<file path="config.mk">
export PLATFORM = sky130hd
export DESIGN_NAME = poc_top
export DESIGN_NICKNAME = d
export VERILOG_FILES = /design/src/pkg/poc_pkg.sv /design/src/core/poc_sync.sv /design/src/core/poc_pulse_gen.sv /design/src/core/poc_top.sv
export SDC_FILE = /design/constraint.sdc
export NUM_CORES = 2
export LEC_CHECK = 0
export BUFFER_PORTS_ARGS = -buffer_cell sky130_fd_sc_hd__buf_4
export CAP_MARGIN = 15
export CORE_MARGIN = 2
export CORE_UTILIZATION = 30
export CTS_CLUSTER_SIZE = 10
export DETAILED_ROUTE_END_ITERATION = 10
export HOLD_SLACK_MARGIN = 0.08
export PLACE_DENSITY = 0.43
export SLEW_MARGIN = 20
export SYNTH_ARGS = -nofsm -noshare
export SYNTH_HDL_FRONTEND = slang
export SYNTH_HIERARCHICAL = 1
export SYNTH_SLANG_ARGS = --single-unit
</file>
<file path="constraint.sdc">
create_clock -name core_clk_in -period 37.9 [get_ports core_clk_in]
set_clock_uncertainty 0.2 [all_clocks]
set_input_delay 3.79 -clock core_clk_in [delete_from_list [all_inputs] [get_ports core_clk_in]]
set_output_delay 3.79 -clock core_clk_in [all_outputs]
set_load 0.1 [all_outputs]
</file>
<file path="src/pkg/poc_pkg.sv">
package poc_pkg;
  localparam int CH_NUM = 4;
  localparam int CTRL_CLEAR_BIT = 0;
  localparam int CTRL_CW_LIMIT_BIT = 8;
  localparam int CTRL_CCW_LIMIT_BIT = 9;
  localparam logic [15:0] CTRL_RESET = 16'h0000;
  localparam logic [31:0] POS_RESET = 32'h0000_0000;
  localparam int BLOCK_OP_MAX_WORDS = 99;
  localparam int CLK_HZ = 100_000_000;
  localparam logic [27:0] CLK_HZ_W = 28'h5f5_e100;
  localparam int CTRL_CYCLE_US = 1000;
  localparam int CTRL_CYCLE_CYCLES = CTRL_CYCLE_US * (CLK_HZ / 1_000_000);
  localparam logic [19:0] CREEP_HZ = 20'h0_03e8;
  localparam int FREQ_W = 20;

  typedef enum logic [2:0] {
    OP_STOP = 3'b000,
    OP_CONST_JOG = 3'b001,
    OP_RAMP_JOG = 3'b010,
    OP_HOME_SEARCH = 3'b011,
    OP_ORIGIN_RETURN = 3'b100,
    OP_POS_LOAD = 3'b101,
    OP_POS_READ = 3'b110,
    OP_INT_FEED = 3'b111
  } poc_op_e;

  typedef enum logic [2:0] {
    ST_IDLE = 3'b000,
    ST_RUN = 3'b001,
    ST_SEARCH = 3'b010,
    ST_CREEP = 3'b011,
    ST_RETURN = 3'b100,
    ST_FEED_WAIT = 3'b101,
    ST_FEED = 3'b110,
    ST_STOP = 3'b111
  } poc_state_e;
endpackage : poc_pkg

</file>
<file path="src/core/poc_sync.sv">
`timescale 1ns/10ps
module poc_sync #(
  parameter int WIDTH = 1
) (
  // clock and reset
  input wire logic clk_in,
  input wire logic rst_n_in,
  // data
  input wire logic [WIDTH-1:0] async_in,
  output logic [WIDTH-1:0] sync_out
);
  logic [WIDTH-1:0] meta_q;
  logic [WIDTH-1:0] meta_d;
  logic [WIDTH-1:0] sync_q;
  logic [WIDTH-1:0] sync_d;

  always_comb begin
    meta_d = async_in;
    sync_d = meta_q;
  end

  always_ff @(posedge clk_in or negedge rst_n_in) begin
    if (!rst_n_in) begin
      meta_q <= '0;
      sync_q <= '0;
    end else begin
      meta_q <= meta_d;
      sync_q <= sync_d;
    end
  end

  assign sync_out = sync_q;
endmodule : poc_sync

</file>
<file path="src/core/poc_pulse_gen.sv">
`timescale 1ns/10ps
module poc_pulse_gen (
  // clock and reset
  input wire logic clk_in,
  input wire logic rst_n_in,
  // rate
  input wire logic run_in,
  input wire logic [19:0] freq_in,
  // pulse
  output logic pulse_out,
  output logic step_out
);
  logic [27:0] acc_q;
  logic [27:0] acc_d;
  logic pulse_q;
  logic pulse_d;
  logic step_q;
  logic step_d;
  logic [27:0] sum;

  // two toggles per period, so the accumulator steps by twice the rate
  always_comb begin
    sum = acc_q + {7'h00, freq_in, 1'b0};
    acc_d = acc_q;
    pulse_d = pulse_q;
    step_d = 1'b0;
    if (!run_in) begin
      acc_d = '0;
      pulse_d = 1'b0;
    end else if (sum >= poc_pkg::CLK_HZ_W) begin
      acc_d = sum - poc_pkg::CLK_HZ_W;
      pulse_d = ~pulse_q;
      step_d = ~pulse_q;
    end else begin
      acc_d = sum;
    end
  end

  always_ff @(posedge clk_in or negedge rst_n_in) begin
    if (!rst_n_in) begin
      acc_q <= '0;
      pulse_q <= 1'b0;
      step_q <= 1'b0;
    end else begin
      acc_q <= acc_d;
      pulse_q <= pulse_d;
      step_q <= step_d;
    end
  end

  assign pulse_out = pulse_q;
  assign step_out = step_q;
endmodule : poc_pulse_gen

</file>
<file path="src/core/poc_top.sv">
`timescale 1ns/10ps
module poc_top #(
  parameter int CYCLE_CYCLES = poc_pkg::CTRL_CYCLE_CYCLES
) (
  // clock and reset
  input wire logic core_clk_in,
  input wire logic rst_n_in,
  // control words
  input wire logic ctrl_wr_in,
  input wire logic [1:0] ctrl_wr_sel_in,
  input wire logic [15:0] ctrl_wr_data_in,
  input wire logic [1:0] ctrl_rd_sel_in,
  output logic [15:0] ctrl_rd_data_out,
  // commands
  input wire logic cmd_valid_in,
  input wire logic [1:0] cmd_chan_in,
  input wire logic [2:0] cmd_op_in,
  input wire logic [19:0] cmd_freq_in,
  input wire logic [19:0] cmd_accel_in,
  input wire logic [31:0] cmd_value_in,
  input wire logic cmd_cw_in,
  input wire logic block_op_busy_in,
  // position read answer
  output logic pos_rd_valid_out,
  output logic [31:0] pos_rd_data_out,
  // pins
  input wire logic [3:0] origin_in,
  input wire logic [3:0] origin_prox_in,
  input wire logic [3:0] feed_int_in,
  output logic [3:0] pulse_out,
  output logic [3:0] dir_out,
  // status
  output logic [3:0] busy_out,
  output logic [3:0] origin_defined_out
);
  logic [1:0] rst_sync_q;
  logic rst_n;
  logic [11:0] pins_sync;
  logic [11:0] pins_prev_q;
  logic [11:0] pins_rise;
  logic [31:0] tick_cnt_q;
  logic [31:0] tick_cnt_d;
  logic tick_q;
  logic tick_d;
  logic [15:0] ctrl_q [poc_pkg::CH_NUM];
  logic [15:0] ctrl_rd_q;
  logic [15:0] ctrl_rd_d;
  logic pos_rd_valid_q;
  logic pos_rd_valid_d;
  logic [31:0] pos_rd_q;
  logic [31:0] pos_rd_d;
  logic [31:0] pos_w [poc_pkg::CH_NUM];

  // ramp one controller-cycle step toward target; zero step jumps at once
  function automatic logic [19:0] ramp_step(input logic [19:0] cur, input logic [19:0] tgt,
                                            input logic [19:0] step);
    logic [20:0] up;
    ramp_step = tgt;
    up = {1'b0, cur} + {1'b0, step};
    if (step != 20'h0_0000) begin
      if (cur < tgt) begin
        ramp_step = (up >= {1'b0, tgt}) ? tgt : up[19:0];
      end else if (cur > tgt) begin
        ramp_step = ((cur - tgt) <= step) ? tgt : cur - step;
      end
    end
  endfunction : ramp_step

  always_ff @(posedge core_clk_in or negedge rst_n_in) begin
    if (!rst_n_in) begin
      rst_sync_q <= 2'h0;
    end else begin
      rst_sync_q <= {rst_sync_q[0], 1'b1};
    end
  end
  assign rst_n = rst_sync_q[1];

  poc_sync #(
    .WIDTH(12)
  ) u_pin_sync (
    .clk_in(core_clk_in),
    .rst_n_in(rst_n),
    .async_in({feed_int_in, origin_prox_in, origin_in}),
    .sync_out(pins_sync)
  );
  assign pins_rise = pins_sync & ~pins_prev_q;

  // controller cycle tick and shared answers
  always_comb begin
    tick_d = 1'b0;
    tick_cnt_d = tick_cnt_q + 32'h0000_0001;
    if (tick_cnt_q >= 32'(CYCLE_CYCLES - 1)) begin
      tick_cnt_d = 32'h0000_0000;
      tick_d = 1'b1;
    end
    ctrl_rd_d = ctrl_q[ctrl_rd_sel_in];
    pos_rd_valid_d = cmd_valid_in && (cmd_op_in == poc_pkg::OP_POS_READ);
    pos_rd_d = pos_rd_q;
    if (pos_rd_valid_d) begin
      pos_rd_d = pos_w[cmd_chan_in];
    end
  end

  always_ff @(posedge core_clk_in or negedge rst_n) begin
    if (!rst_n) begin
      tick_cnt_q <= 32'h0000_0000;
      tick_q <= 1'b0;
      pins_prev_q <= 12'h000;
      ctrl_rd_q <= poc_pkg::CTRL_RESET;
      pos_rd_valid_q <= 1'b0;
      pos_rd_q <= poc_pkg::POS_RESET;
    end else begin
      tick_cnt_q <= tick_cnt_d;
      tick_q <= tick_d;
      pins_prev_q <= pins_sync;
      ctrl_rd_q <= ctrl_rd_d;
      pos_rd_valid_q <= pos_rd_valid_d;
      pos_rd_q <= pos_rd_d;
    end
  end

  assign ctrl_rd_data_out = ctrl_rd_q;
  assign pos_rd_valid_out = pos_rd_valid_q;
  assign pos_rd_data_out = pos_rd_q;

  for (genvar i = 0; i < poc_pkg::CH_NUM; i++) begin : g_ch
    poc_pkg::poc_state_e st_q;
    poc_pkg::poc_state_e st_d;
    logic [15:0] ctrl_d;
    logic [19:0] freq_q;
    logic [19:0] freq_d;
    logic [19:0] tgt_q;
    logic [19:0] tgt_d;
    logic [19:0] accel_q;
    logic [19:0] accel_d;
    logic [31:0] pos_q;
    logic [31:0] pos_d;
    logic [31:0] remain_q;
    logic [31:0] remain_d;
    logic [31:0] count_q;
    logic [31:0] count_d;
    logic dir_q;
    logic dir_d;
    logic org_q;
    logic org_d;
    logic clr_prev_q;
    logic clr_prev_d;
    logic busy_q;
    logic busy_d;
    logic run;
    logic step;
    logic hit;
    logic limit_hit;

    assign run = (st_q != poc_pkg::ST_IDLE) && (freq_q != 20'h0_0000) && !block_op_busy_in;
    assign hit = cmd_valid_in && (cmd_chan_in == 2'(i));
    // limit bits copied in by software
    assign limit_hit = dir_q ? ctrl_q[i][poc_pkg::CTRL_CW_LIMIT_BIT]
                             : ctrl_q[i][poc_pkg::CTRL_CCW_LIMIT_BIT];

    poc_pulse_gen u_gen (
      .clk_in(core_clk_in),
      .rst_n_in(rst_n),
      .run_in(run),
      .freq_in(freq_q),
      .pulse_out(pulse_out[i]),
      .step_out(step)
    );

    always_comb begin
      st_d = st_q;
      ctrl_d = ctrl_q[i];
      freq_d = freq_q;
      tgt_d = tgt_q;
      accel_d = accel_q;
      pos_d = pos_q;
      remain_d = remain_q;
      count_d = count_q;
      dir_d = dir_q;
      org_d = org_q;
      clr_prev_d = clr_prev_q;
      if (ctrl_wr_in && (ctrl_wr_sel_in == 2'(i))) begin
        ctrl_d = ctrl_wr_data_in;
      end
      if (step) begin
        pos_d = dir_q ? pos_q + 32'h0000_0001 : pos_q - 32'h0000_0001;
        if (remain_q != 32'h0000_0000) begin
          remain_d = remain_q - 32'h0000_0001;
        end
      end
      if (tick_q) begin
        clr_prev_d = ctrl_q[i][poc_pkg::CTRL_CLEAR_BIT];
        if (ctrl_q[i][poc_pkg::CTRL_CLEAR_BIT] && !clr_prev_q) begin
          if (!busy_q) begin
            pos_d = poc_pkg::POS_RESET;
          end
        end
      end
      case (st_q)
        poc_pkg::ST_IDLE: begin
          freq_d = 20'h0_0000;
        end
        poc_pkg::ST_RUN: begin
          if (tick_q) freq_d = ramp_step(freq_q, tgt_q, accel_q);
        end
        poc_pkg::ST_SEARCH: begin
          if (tick_q) freq_d = ramp_step(freq_q, tgt_q, accel_q);
          if (pins_rise[4 + i]) begin
            tgt_d = poc_pkg::CREEP_HZ;
            st_d = poc_pkg::ST_CREEP;
          end
        end
        poc_pkg::ST_CREEP: begin
          if (tick_q) freq_d = ramp_step(freq_q, tgt_q, accel_q);
          if (pins_rise[i]) begin
            pos_d = poc_pkg::POS_RESET;
            org_d = 1'b1;
            freq_d = 20'h0_0000;
            st_d = poc_pkg::ST_IDLE;
          end
        end
        poc_pkg::ST_RETURN: begin
          if (tick_q) freq_d = ramp_step(freq_q, tgt_q, accel_q);
          if (remain_d == 32'h0000_0000) begin
            freq_d = 20'h0_0000;
            st_d = poc_pkg::ST_IDLE;
          end
        end
        poc_pkg::ST_FEED_WAIT: begin
          if (tick_q) freq_d = ramp_step(freq_q, tgt_q, accel_q);
          if (pins_rise[8 + i]) begin
            remain_d = count_q;
            st_d = poc_pkg::ST_FEED;
          end
        end
        poc_pkg::ST_FEED: begin
          // slow down once fewer pulses remain than the current rate
          if (tick_q) begin
            if (remain_q < {12'h000, freq_q}) begin
              freq_d = ramp_step(freq_q, poc_pkg::CREEP_HZ, accel_q);
            end else begin
              freq_d = ramp_step(freq_q, tgt_q, accel_q);
            end
          end
          if (remain_d == 32'h0000_0000) begin
            freq_d = 20'h0_0000;
            st_d = poc_pkg::ST_IDLE;
          end
        end
        poc_pkg::ST_STOP: begin
          if (tick_q) freq_d = ramp_step(freq_q, 20'h0_0000, accel_q);
          if (freq_q == 20'h0_0000) st_d = poc_pkg::ST_IDLE;
        end
        default: begin
          st_d = poc_pkg::ST_IDLE;
        end
      endcase
      // a limit in the travel direction stops at once, no ramp
      if ((st_q != poc_pkg::ST_IDLE) && limit_hit) begin
        freq_d = 20'h0_0000;
        st_d = poc_pkg::ST_IDLE;
      end
      if (hit) begin
        case (cmd_op_in)
          poc_pkg::OP_STOP: begin
            if (st_q != poc_pkg::ST_IDLE) st_d = poc_pkg::ST_STOP;
          end
          poc_pkg::OP_CONST_JOG: begin
            tgt_d = cmd_freq_in;
            freq_d = cmd_freq_in;
            accel_d = 20'h0_0000;
            dir_d = cmd_cw_in;
            st_d = poc_pkg::ST_RUN;
          end
          poc_pkg::OP_RAMP_JOG: begin
            tgt_d = cmd_freq_in;
            accel_d = cmd_accel_in;
            dir_d = cmd_cw_in;
            st_d = poc_pkg::ST_RUN;
          end
          poc_pkg::OP_HOME_SEARCH: begin
            tgt_d = cmd_freq_in;
            accel_d = cmd_accel_in;
            dir_d = cmd_cw_in;
            st_d = poc_pkg::ST_SEARCH;
          end
          poc_pkg::OP_ORIGIN_RETURN: begin
            if (org_q && (pos_q != 32'h0000_0000)) begin
              dir_d = pos_q[31];
              remain_d = pos_q[31] ? (~pos_q + 32'h0000_0001) : pos_q;
              tgt_d = cmd_freq_in;
              accel_d = cmd_accel_in;
              st_d = poc_pkg::ST_RETURN;
            end
          end
          poc_pkg::OP_POS_LOAD: begin
            pos_d = cmd_value_in;
            org_d = 1'b1;
          end
          poc_pkg::OP_INT_FEED: begin
            tgt_d = cmd_freq_in;
            accel_d = cmd_accel_in;
            dir_d = cmd_cw_in;
            count_d = cmd_value_in;
            st_d = poc_pkg::ST_FEED_WAIT;
          end
          default: begin
          end
        endcase
      end
      busy_d = (st_d != poc_pkg::ST_IDLE);
    end

    always_ff @(posedge core_clk_in or negedge rst_n) begin
      if (!rst_n) begin
        st_q <= poc_pkg::ST_IDLE;
        ctrl_q[i] <= poc_pkg::CTRL_RESET;
        freq_q <= 20'h0_0000;
        tgt_q <= 20'h0_0000;
        accel_q <= 20'h0_0000;
        pos_q <= poc_pkg::POS_RESET;
        remain_q <= 32'h0000_0000;
        count_q <= 32'h0000_0000;
        dir_q <= 1'b0;
        org_q <= 1'b0;
        clr_prev_q <= 1'b0;
        busy_q <= 1'b0;
      end else begin
        st_q <= st_d;
        ctrl_q[i] <= ctrl_d;
        freq_q <= freq_d;
        tgt_q <= tgt_d;
        accel_q <= accel_d;
        pos_q <= pos_d;
        remain_q <= remain_d;
        count_q <= count_d;
        dir_q <= dir_d;
        org_q <= org_d;
        clr_prev_q <= clr_prev_d;
        busy_q <= busy_d;
      end
    end

    assign pos_w[i] = pos_q;
    assign dir_out[i] = dir_q;
    assign busy_out[i] = busy_q;
    assign origin_defined_out[i] = org_q;
  end
endmodule : poc_top

</file>
# Word-level counts from Yosys, hierarchy flattened
# Cells that the tools add are included.
dict set report op_classes {
  n_reduce_logical 98
  n_lt_le_gt_ge 59
  bitwise 12
  muxes 304
  addsub 41
  n_eq_ne 49
}
# op n
set ops {}
lappend ops {{20-bit two-way mux} 120}
lappend ops {{32-bit two-way mux} 71}
lappend ops {{20-bit case mux with 6 select lines} 4}
lappend ops {{32-bit by 1-bit adder with 32-bit output, second input constant} 9}
lappend ops {{32-bit nonzero test} 8}
lappend ops {{32-bit by 1-bit subtractor with 32-bit output, second input constant} 8}
lappend ops {{20-bit less-or-equal comparator} 12}
lappend ops {{20-bit case mux with 3 select lines} 4}
lappend ops {{28-bit two-way mux} 8}
lappend ops {{20-bit case mux with 2 select lines} 4}
lappend ops {{20-bit nonzero test} 8}
lappend ops {{20-bit subtractor} 8}
lappend ops {{32-bit zero test} 4}
lappend ops {{32-bit by 20-bit less-than comparator with 1-bit output} 4}
lappend ops {{32-bit inverter} 4}
lappend ops {{3-bit case mux with 5 select lines} 8}
lappend ops {{28-bit by 21-bit adder with 28-bit output} 4}
lappend ops {{28-bit by 27-bit greater-or-equal comparator with 1-bit output, second input constant} 4}
lappend ops {{28-bit by 27-bit subtractor with 28-bit output, second input constant} 4}
lappend ops {{3-bit two-way mux} 36}
lappend ops {{20-bit by 20-bit adder with 21-bit output} 4}
lappend ops {{21-bit by 1-bit greater-or-equal comparator with 1-bit output, second input constant} 4}
lappend ops {{21-bit by 10-bit greater-or-equal comparator with 1-bit output, second input constant} 4}
lappend ops {{21-bit by 20-bit greater-or-equal comparator with 1-bit output} 4}
lappend ops {{36 further kinds} 215}
dict set report word_totals {
  elab_cells 632
  out_inout_bits 65
  ff_bits 956
  input_bits 115
}

# Longest topological paths before layout
dict set report logic_depth {
  ltp_word 13
  depth_mapped 29
  ltp_nobuf 28
}

# Cells and area by module
# Netlist, hierarchy kept.
# module area_each_um2 cells_per_inst instances
set modules_own_cells {}
lappend modules_own_cells {poc_top 70906.8 8349 1}
lappend modules_own_cells {poc_pulse_gen 3239.4 376 4}
lappend modules_own_cells {poc_sync 600.6 24 1}

# Least setup slack after synthesis
# Ideal clock, no wire load.
dict set report synth_path {
  kind {input-to-reg}
  from {input cmd_op_in[1]}
  to {register g_ch[2].busy_q}
  path_stages 9
  arrival_ns 5.663
  t_required_ns 37.569
  setup_slack_ns 31.906
  setup_ns 0.131
  cell_sequence {clkbuf_1 nor2_1 nand2_1 or2_2 a21o_1 clkbuf_1 o211ai_1 o32ai_1 or3_1}
}
dict set report synth_via {
  elab_chain_len 5
  word_cells_on_any_way 10
  classes_between {5 x eq/ne; 2 x mux; 3 x reduce/logical}
}
# element line_no
set synth_lines {}
lappend synth_lines {{start: declaration} poc_top.sv:17} ;# input wire logic [2:0] cmd_op_in,
lappend synth_lines {{3-bit by 2-bit == test with 1-bit output or 3-bit by 1-bit == test with 1-bit output (tied branches)} poc_top.sv:264} ;# case (cmd_op_in)
lappend synth_lines {{2-bit OR reduction (no line)} --}
lappend synth_lines {{3-bit case mux with 5 select lines (*)} poc_top.sv:264}
lappend synth_lines {{3-bit two-way mux (*)} poc_top.sv:263} ;# if (hit) begin
lappend synth_lines {{via g_ch[2].st_d[1]} poc_top.sv:128} ;# poc_pkg::poc_state_e st_d;
lappend synth_lines {{3-bit nonzero test (*)} poc_top.sv:311} ;# busy_d = (st_d != poc_pkg::ST_IDLE);
lappend synth_lines {{via g_ch[2].busy_d} poc_top.sv:149} ;# logic busy_d;
lappend synth_lines {{end signal: assignment} poc_top.sv:340} ;# busy_q <= busy_d;
lappend synth_lines {{end: declaration} poc_top.sv:148} ;# logic busy_q;
# Mark *: on every way through the listed nets, which the timed path passes. The rest lies on a longest branch.
# A chain may end at the register's enable or synchronous reset.

# Final worst setup path
dict set report layout_path {
  from {register g_ch[0].freq_q[3]}
  to {register g_ch[0].freq_q[17]}
}
dict set report layout_via {
  elab_chain_len 13
  word_cells_on_any_way 43
  classes_between {4 x add/sub; 13 x order compare; 26 x mux}
}
# element line_no
set layout_lines {}
lappend layout_lines {{start: declaration} poc_top.sv:130} ;# logic [19:0] freq_q;
lappend layout_lines {{start signal: assignment} poc_top.sv:331} ;# freq_q <= freq_d;
lappend layout_lines {{20-bit subtractor or 20-bit by 10-bit subtractor with 20-bit output (tied branches)} poc_top.sv:64} ;# ramp_step = ((cur - tgt) <= step) ? tgt : cur - step;
lappend layout_lines {{20-bit less-or-equal comparator} poc_top.sv:64}
lappend layout_lines {{20-bit two-way mux} poc_top.sv:64}
lappend layout_lines {{20-bit two-way mux} poc_top.sv:63} ;# end else if (cur > tgt) begin
lappend layout_lines {{20-bit two-way mux} poc_top.sv:61} ;# if (cur < tgt) begin
lappend layout_lines {{20-bit two-way mux} poc_top.sv:60} ;# if (step != 20'h0_0000) begin
lappend layout_lines {{20-bit two-way mux} poc_top.sv:239} ;# if (remain_q < {12'h000, freq_q}) begin
lappend layout_lines {{20-bit two-way mux} poc_top.sv:238} ;# if (tick_q) begin
lappend layout_lines {{20-bit two-way mux} poc_top.sv:245} ;# if (remain_d == 32'h0000_0000) begin
lappend layout_lines {{20-bit case mux with 6 select lines (*)} poc_top.sv:199} ;# case (st_q)
lappend layout_lines {{20-bit two-way mux (*)} poc_top.sv:259} ;# if ((st_q != poc_pkg::ST_IDLE) && limit_hit) begin
lappend layout_lines {{20-bit two-way mux} poc_top.sv:264}
lappend layout_lines {{20-bit two-way mux (*)} poc_top.sv:263}
lappend layout_lines {{via g_ch[0].freq_d[17]} poc_top.sv:131} ;# logic [19:0] freq_d;
# Marks and branches as above.

==> results.md <==
- Combinational power share: 0.476
- Largest net degree at the start of global routing: 141
- Port-buffer cells: 179
- Hold worst-path end: rst_sync_q[1]$_DFF_PN0_
- Clock-pin slew on the worst setup and hold paths: 70 ps
- Relative slew slack: 0.205
- CTS tree: done
- Final worst-path cycle share: 0.189
- Max cap viols: 0
- FF-to-FF setup slack: 30740 ps
- Hold Vio Cnt, Final: 0
- Setup Crit Path Kind: reg -> reg
- Starting Density: 0.302
- Clock Latency Late Sink: 870 ps
- Share of power burned in registers: 0.277
- Setup Fix Bufs, Post-CTS: 0
- Ys Warns: 6
- Unrepaired setup endpoints after global routing: false
- Area of the core: 280000 um^2
- Pwr Total: 5.48 mW
- Fmax: 0.140 GHz
- Wire per inst: 27.8 um
- Setup TNS: 0 ps
- CTS Buffer Depth: 4
- Top cell type's share of synthesized area: 0.282
- FF-to-FF Start: g_ch[0].freq_q[3]$_DFF_PN0_
- Num CTS Buffers: 139
- Place WS: 30170 ps
- Worst IR drop on VDD: 40.2 uV
- Asr flop ratio synth: 1.00
- Outcome: finished, final reports clean
- IO Count: 180
- HP Class: reg -> reg
- Cts hold-fix bufs: 0
- Pleak: 41.4 nW
- Register area share after synthesis: 0.282
- Pre-antenna DRT Iters: 7
- Final Setup Violations: 0
- Hold Path Stages: 0
- Sw frac: 0.463
- Die width: 535 um
- Die ar.: 286000 um^2
- Crit Path Max Fanout: 11
- Hold_sp: rst_sync_q[0]$_DFF_PN0_
- Critical Path End Type: flip-flop
- Startpoint Class: flip-flop
- Int Pwr: 2.94 mW
- Most frequent cells in the layout: dfrtp_1, nand2_1, o21ai_0
- Mapped Cells: 9877
- Post-synth cell types: 130
- Detailed-route DRC error count: 0
- Die height: 535 um
- Worst-Margin Slew: 1180 ps
- Req. time, crit path: 38440 ps
- Commonest non-fill, non-tap cell in the layout: dfrtp_1
- FP Rows: 194
- Ratio of cells with drive above 1 in the final layout: 0.112
- CTS resizes: 0
- Power Density: 58.1 nW/um^2
- Via/cell ratio: 5.77
- Gr ovfl total: 0
- Cells on worst reg2reg path: 22
- End of the worst register-to-register path: g_ch[0].freq_q[17]$_DFF_PN0_
- Synthesized area per cell: 8.55 um^2
- Final ANT Viol Nets: 0
- GP Congestion: 1.01
- Final worst slack: 30740 ps
- CTS Sinks: 952
- Area Growth Syn to Fin: 11.7%
- Vias in the first global route: 75961
- Mapped Area: 84500 um^2
- Layout Nets: 10775
- Register bit total from synthesis: 952
- Top cells by area, synth: dfrtp_1, ha_1, o21ai_0, xnor2_1, nand2_1
- Iteration-0 DRC count of the detailed router: 7751
- Main synth FF type: dfrtp_1
- Initial antenna violation count: 23
- DR vias: 79075
- Clock share of power: 0.247
- Crit path time final: 7160 ps
- First-pass GRT wire length: 547000 um
- Sw Pwr: 2.54 mW
- CTS root buf: clkbuf_16
- Filler cell count: 29123
- WL final: 380000 um
- Yosys top cell by area: dfrtp_1
- Number of synthesized flops with an enable pin: 0
- Count of final max-slew check failures: 0
- Dpl hpwl: 292000 um
- GRT Util Overall: 0.257
- H-Tree Level Count: 4
- Arr. time, crit path: 7710 ps
## Yosys cell counts (all sizes together), types with 66 or more instances
master and instances:
dfrtp 952, nand2 937, o21ai 835, ha 765, nor2 709, a21oi 615, inv 500, xnor2 423
clkbuf 333, a21o 251, mux2 249, xor2 239, nand3 207, o211ai 185, nor3 182, mux2i 166
nor4 151, o31ai 148, nand4 136, a31oi 130, or3 130, buf 120, a211oi 115, nor2b 115
nand2b 107, or2 77, o21a 76, and2 74, and3 66
## worst max-delay path, cell delays in order, from the launching register on
cell and delay, ps:
dfrtp_1 720, inv_1 240, ha_1 570, o311a_1 240
o31ai_1 590, a211oi_1 270, or4_1 620, a21o_1 210
a21oi_1 170, xor2_1 150, ha_1 220, a21o_1 150
a2111oi_0 640, o221a_2 310, nand3_1 130, nor2_1 420
buf_4 280, o21ai_1 120, buf_4 210, a32o_1 200
a31oi_1 140, o21a_1 140, o21ai_1 60
## area by class of cell
| cell class | instances | area (um^2) | share of cell area |
|---|---|---|---|
| multi-input cells | 7984 | 57100 | 0.605 |
| diodes | 14 | 35.0 | 0.000371 |
| inverters | 502 | 1880 | 0.0200 |
| clock buffers | 191 | 3980 | 0.0422 |
| clock inverters | 43 | 592 | 0.00627 |
| flip-flops and latches | 952 | 23800 | 0.253 |
| repair buffers | 296 | 2270 | 0.0241 |
| well taps | 3724 | 4660 | 0.0494 |
## power by group through the flow
stage               combinational (mW)  clock [mW]  sequential, mW
floorplan                         1.74           0            1.44
global placement                  2.54           0            1.53
detailed placement                2.55           0            1.53
CTS                               2.57        1.39            1.51
global route                      2.84        1.43            1.54
finish                            2.61        1.35            1.52
## how the worst max path moves through the flow
stage | from | end | slack (ps) | cells after the start
floorplan | rst_sync_q[1]$_DFF_PN0_ | ctrl_q[0]$_DFFE_PN0P_ | 9200 | 0
global placement | cmd_chan_in[1] | g_ch[3].pos_q[26]$_DFF_PN0_ | 30290 | 7
detailed placement | cmd_chan_in[1] | g_ch[3].pos_q[26]$_DFF_PN0_ | 30170 | 7
CTS | g_ch[1].freq_q[1]$_DFF_PN0_ | g_ch[1].freq_q[12]$_DFF_PN0_ | 30520 | 24
global route | g_ch[1].freq_q[1]$_DFF_PN0_ | g_ch[1].freq_q[12]$_DFF_PN0_ | 30200 | 24
finish | g_ch[0].freq_q[3]$_DFF_PN0_ | g_ch[0].freq_q[17]$_DFF_PN0_ | 30740 | 22
## layer usage
layer / global-route usage / up-vias / part of all wire
li1: - / 36336 / -
met1: 0.353 / 39105 / 0.45
met2: 0.400 / 2983 / 0.44
met3: 0.0366 / 649 / 0.064
met4: 0.114 / 2 / 0.048
met5: 0 / - / 0.000045
## state kept, by name (all words and copies together), names as in the netlist, 16 cells and up
register	cells
ctrl_q	64
g_ch.pos_q	128
tick_cnt_q	32
g_ch.accel_q	80
g_ch.freq_q	80
g_ch.tgt_q	80
ctrl_rd_data_out	16
g_ch.count_q	128
g_ch.u_gen/acc_q	108
g_ch.remain_q	128
pos_rd_data_out	32
## cells by family after synthesis
family / share of synthesized area
mux: 0.0658
fa+ha+maj: 0.118
other cells: 0.0000889
flops: 0.282
buf+inv: 0.0456
simple gates: 0.184
compound gates: 0.235
xor+xnor: 0.0690
## per-stage QoR
stage | instance area [um^2] | utilization | hold WS, ps | std cells
after global placement | 89700 | 0.321 | 132 | 13456
after floorplan | 84500 | - | 131 | 9891
after CTS | 94200 | 0.337 | 147 | 13690
final | 94300 | 0.337 | 146 | 13706
after global routing | 94300 | 0.337 | 154 | 13698
after detailed placement | 89700 | 0.321 | 135 | 13456
Note: power is estimated with default switching activity, not from simulation.
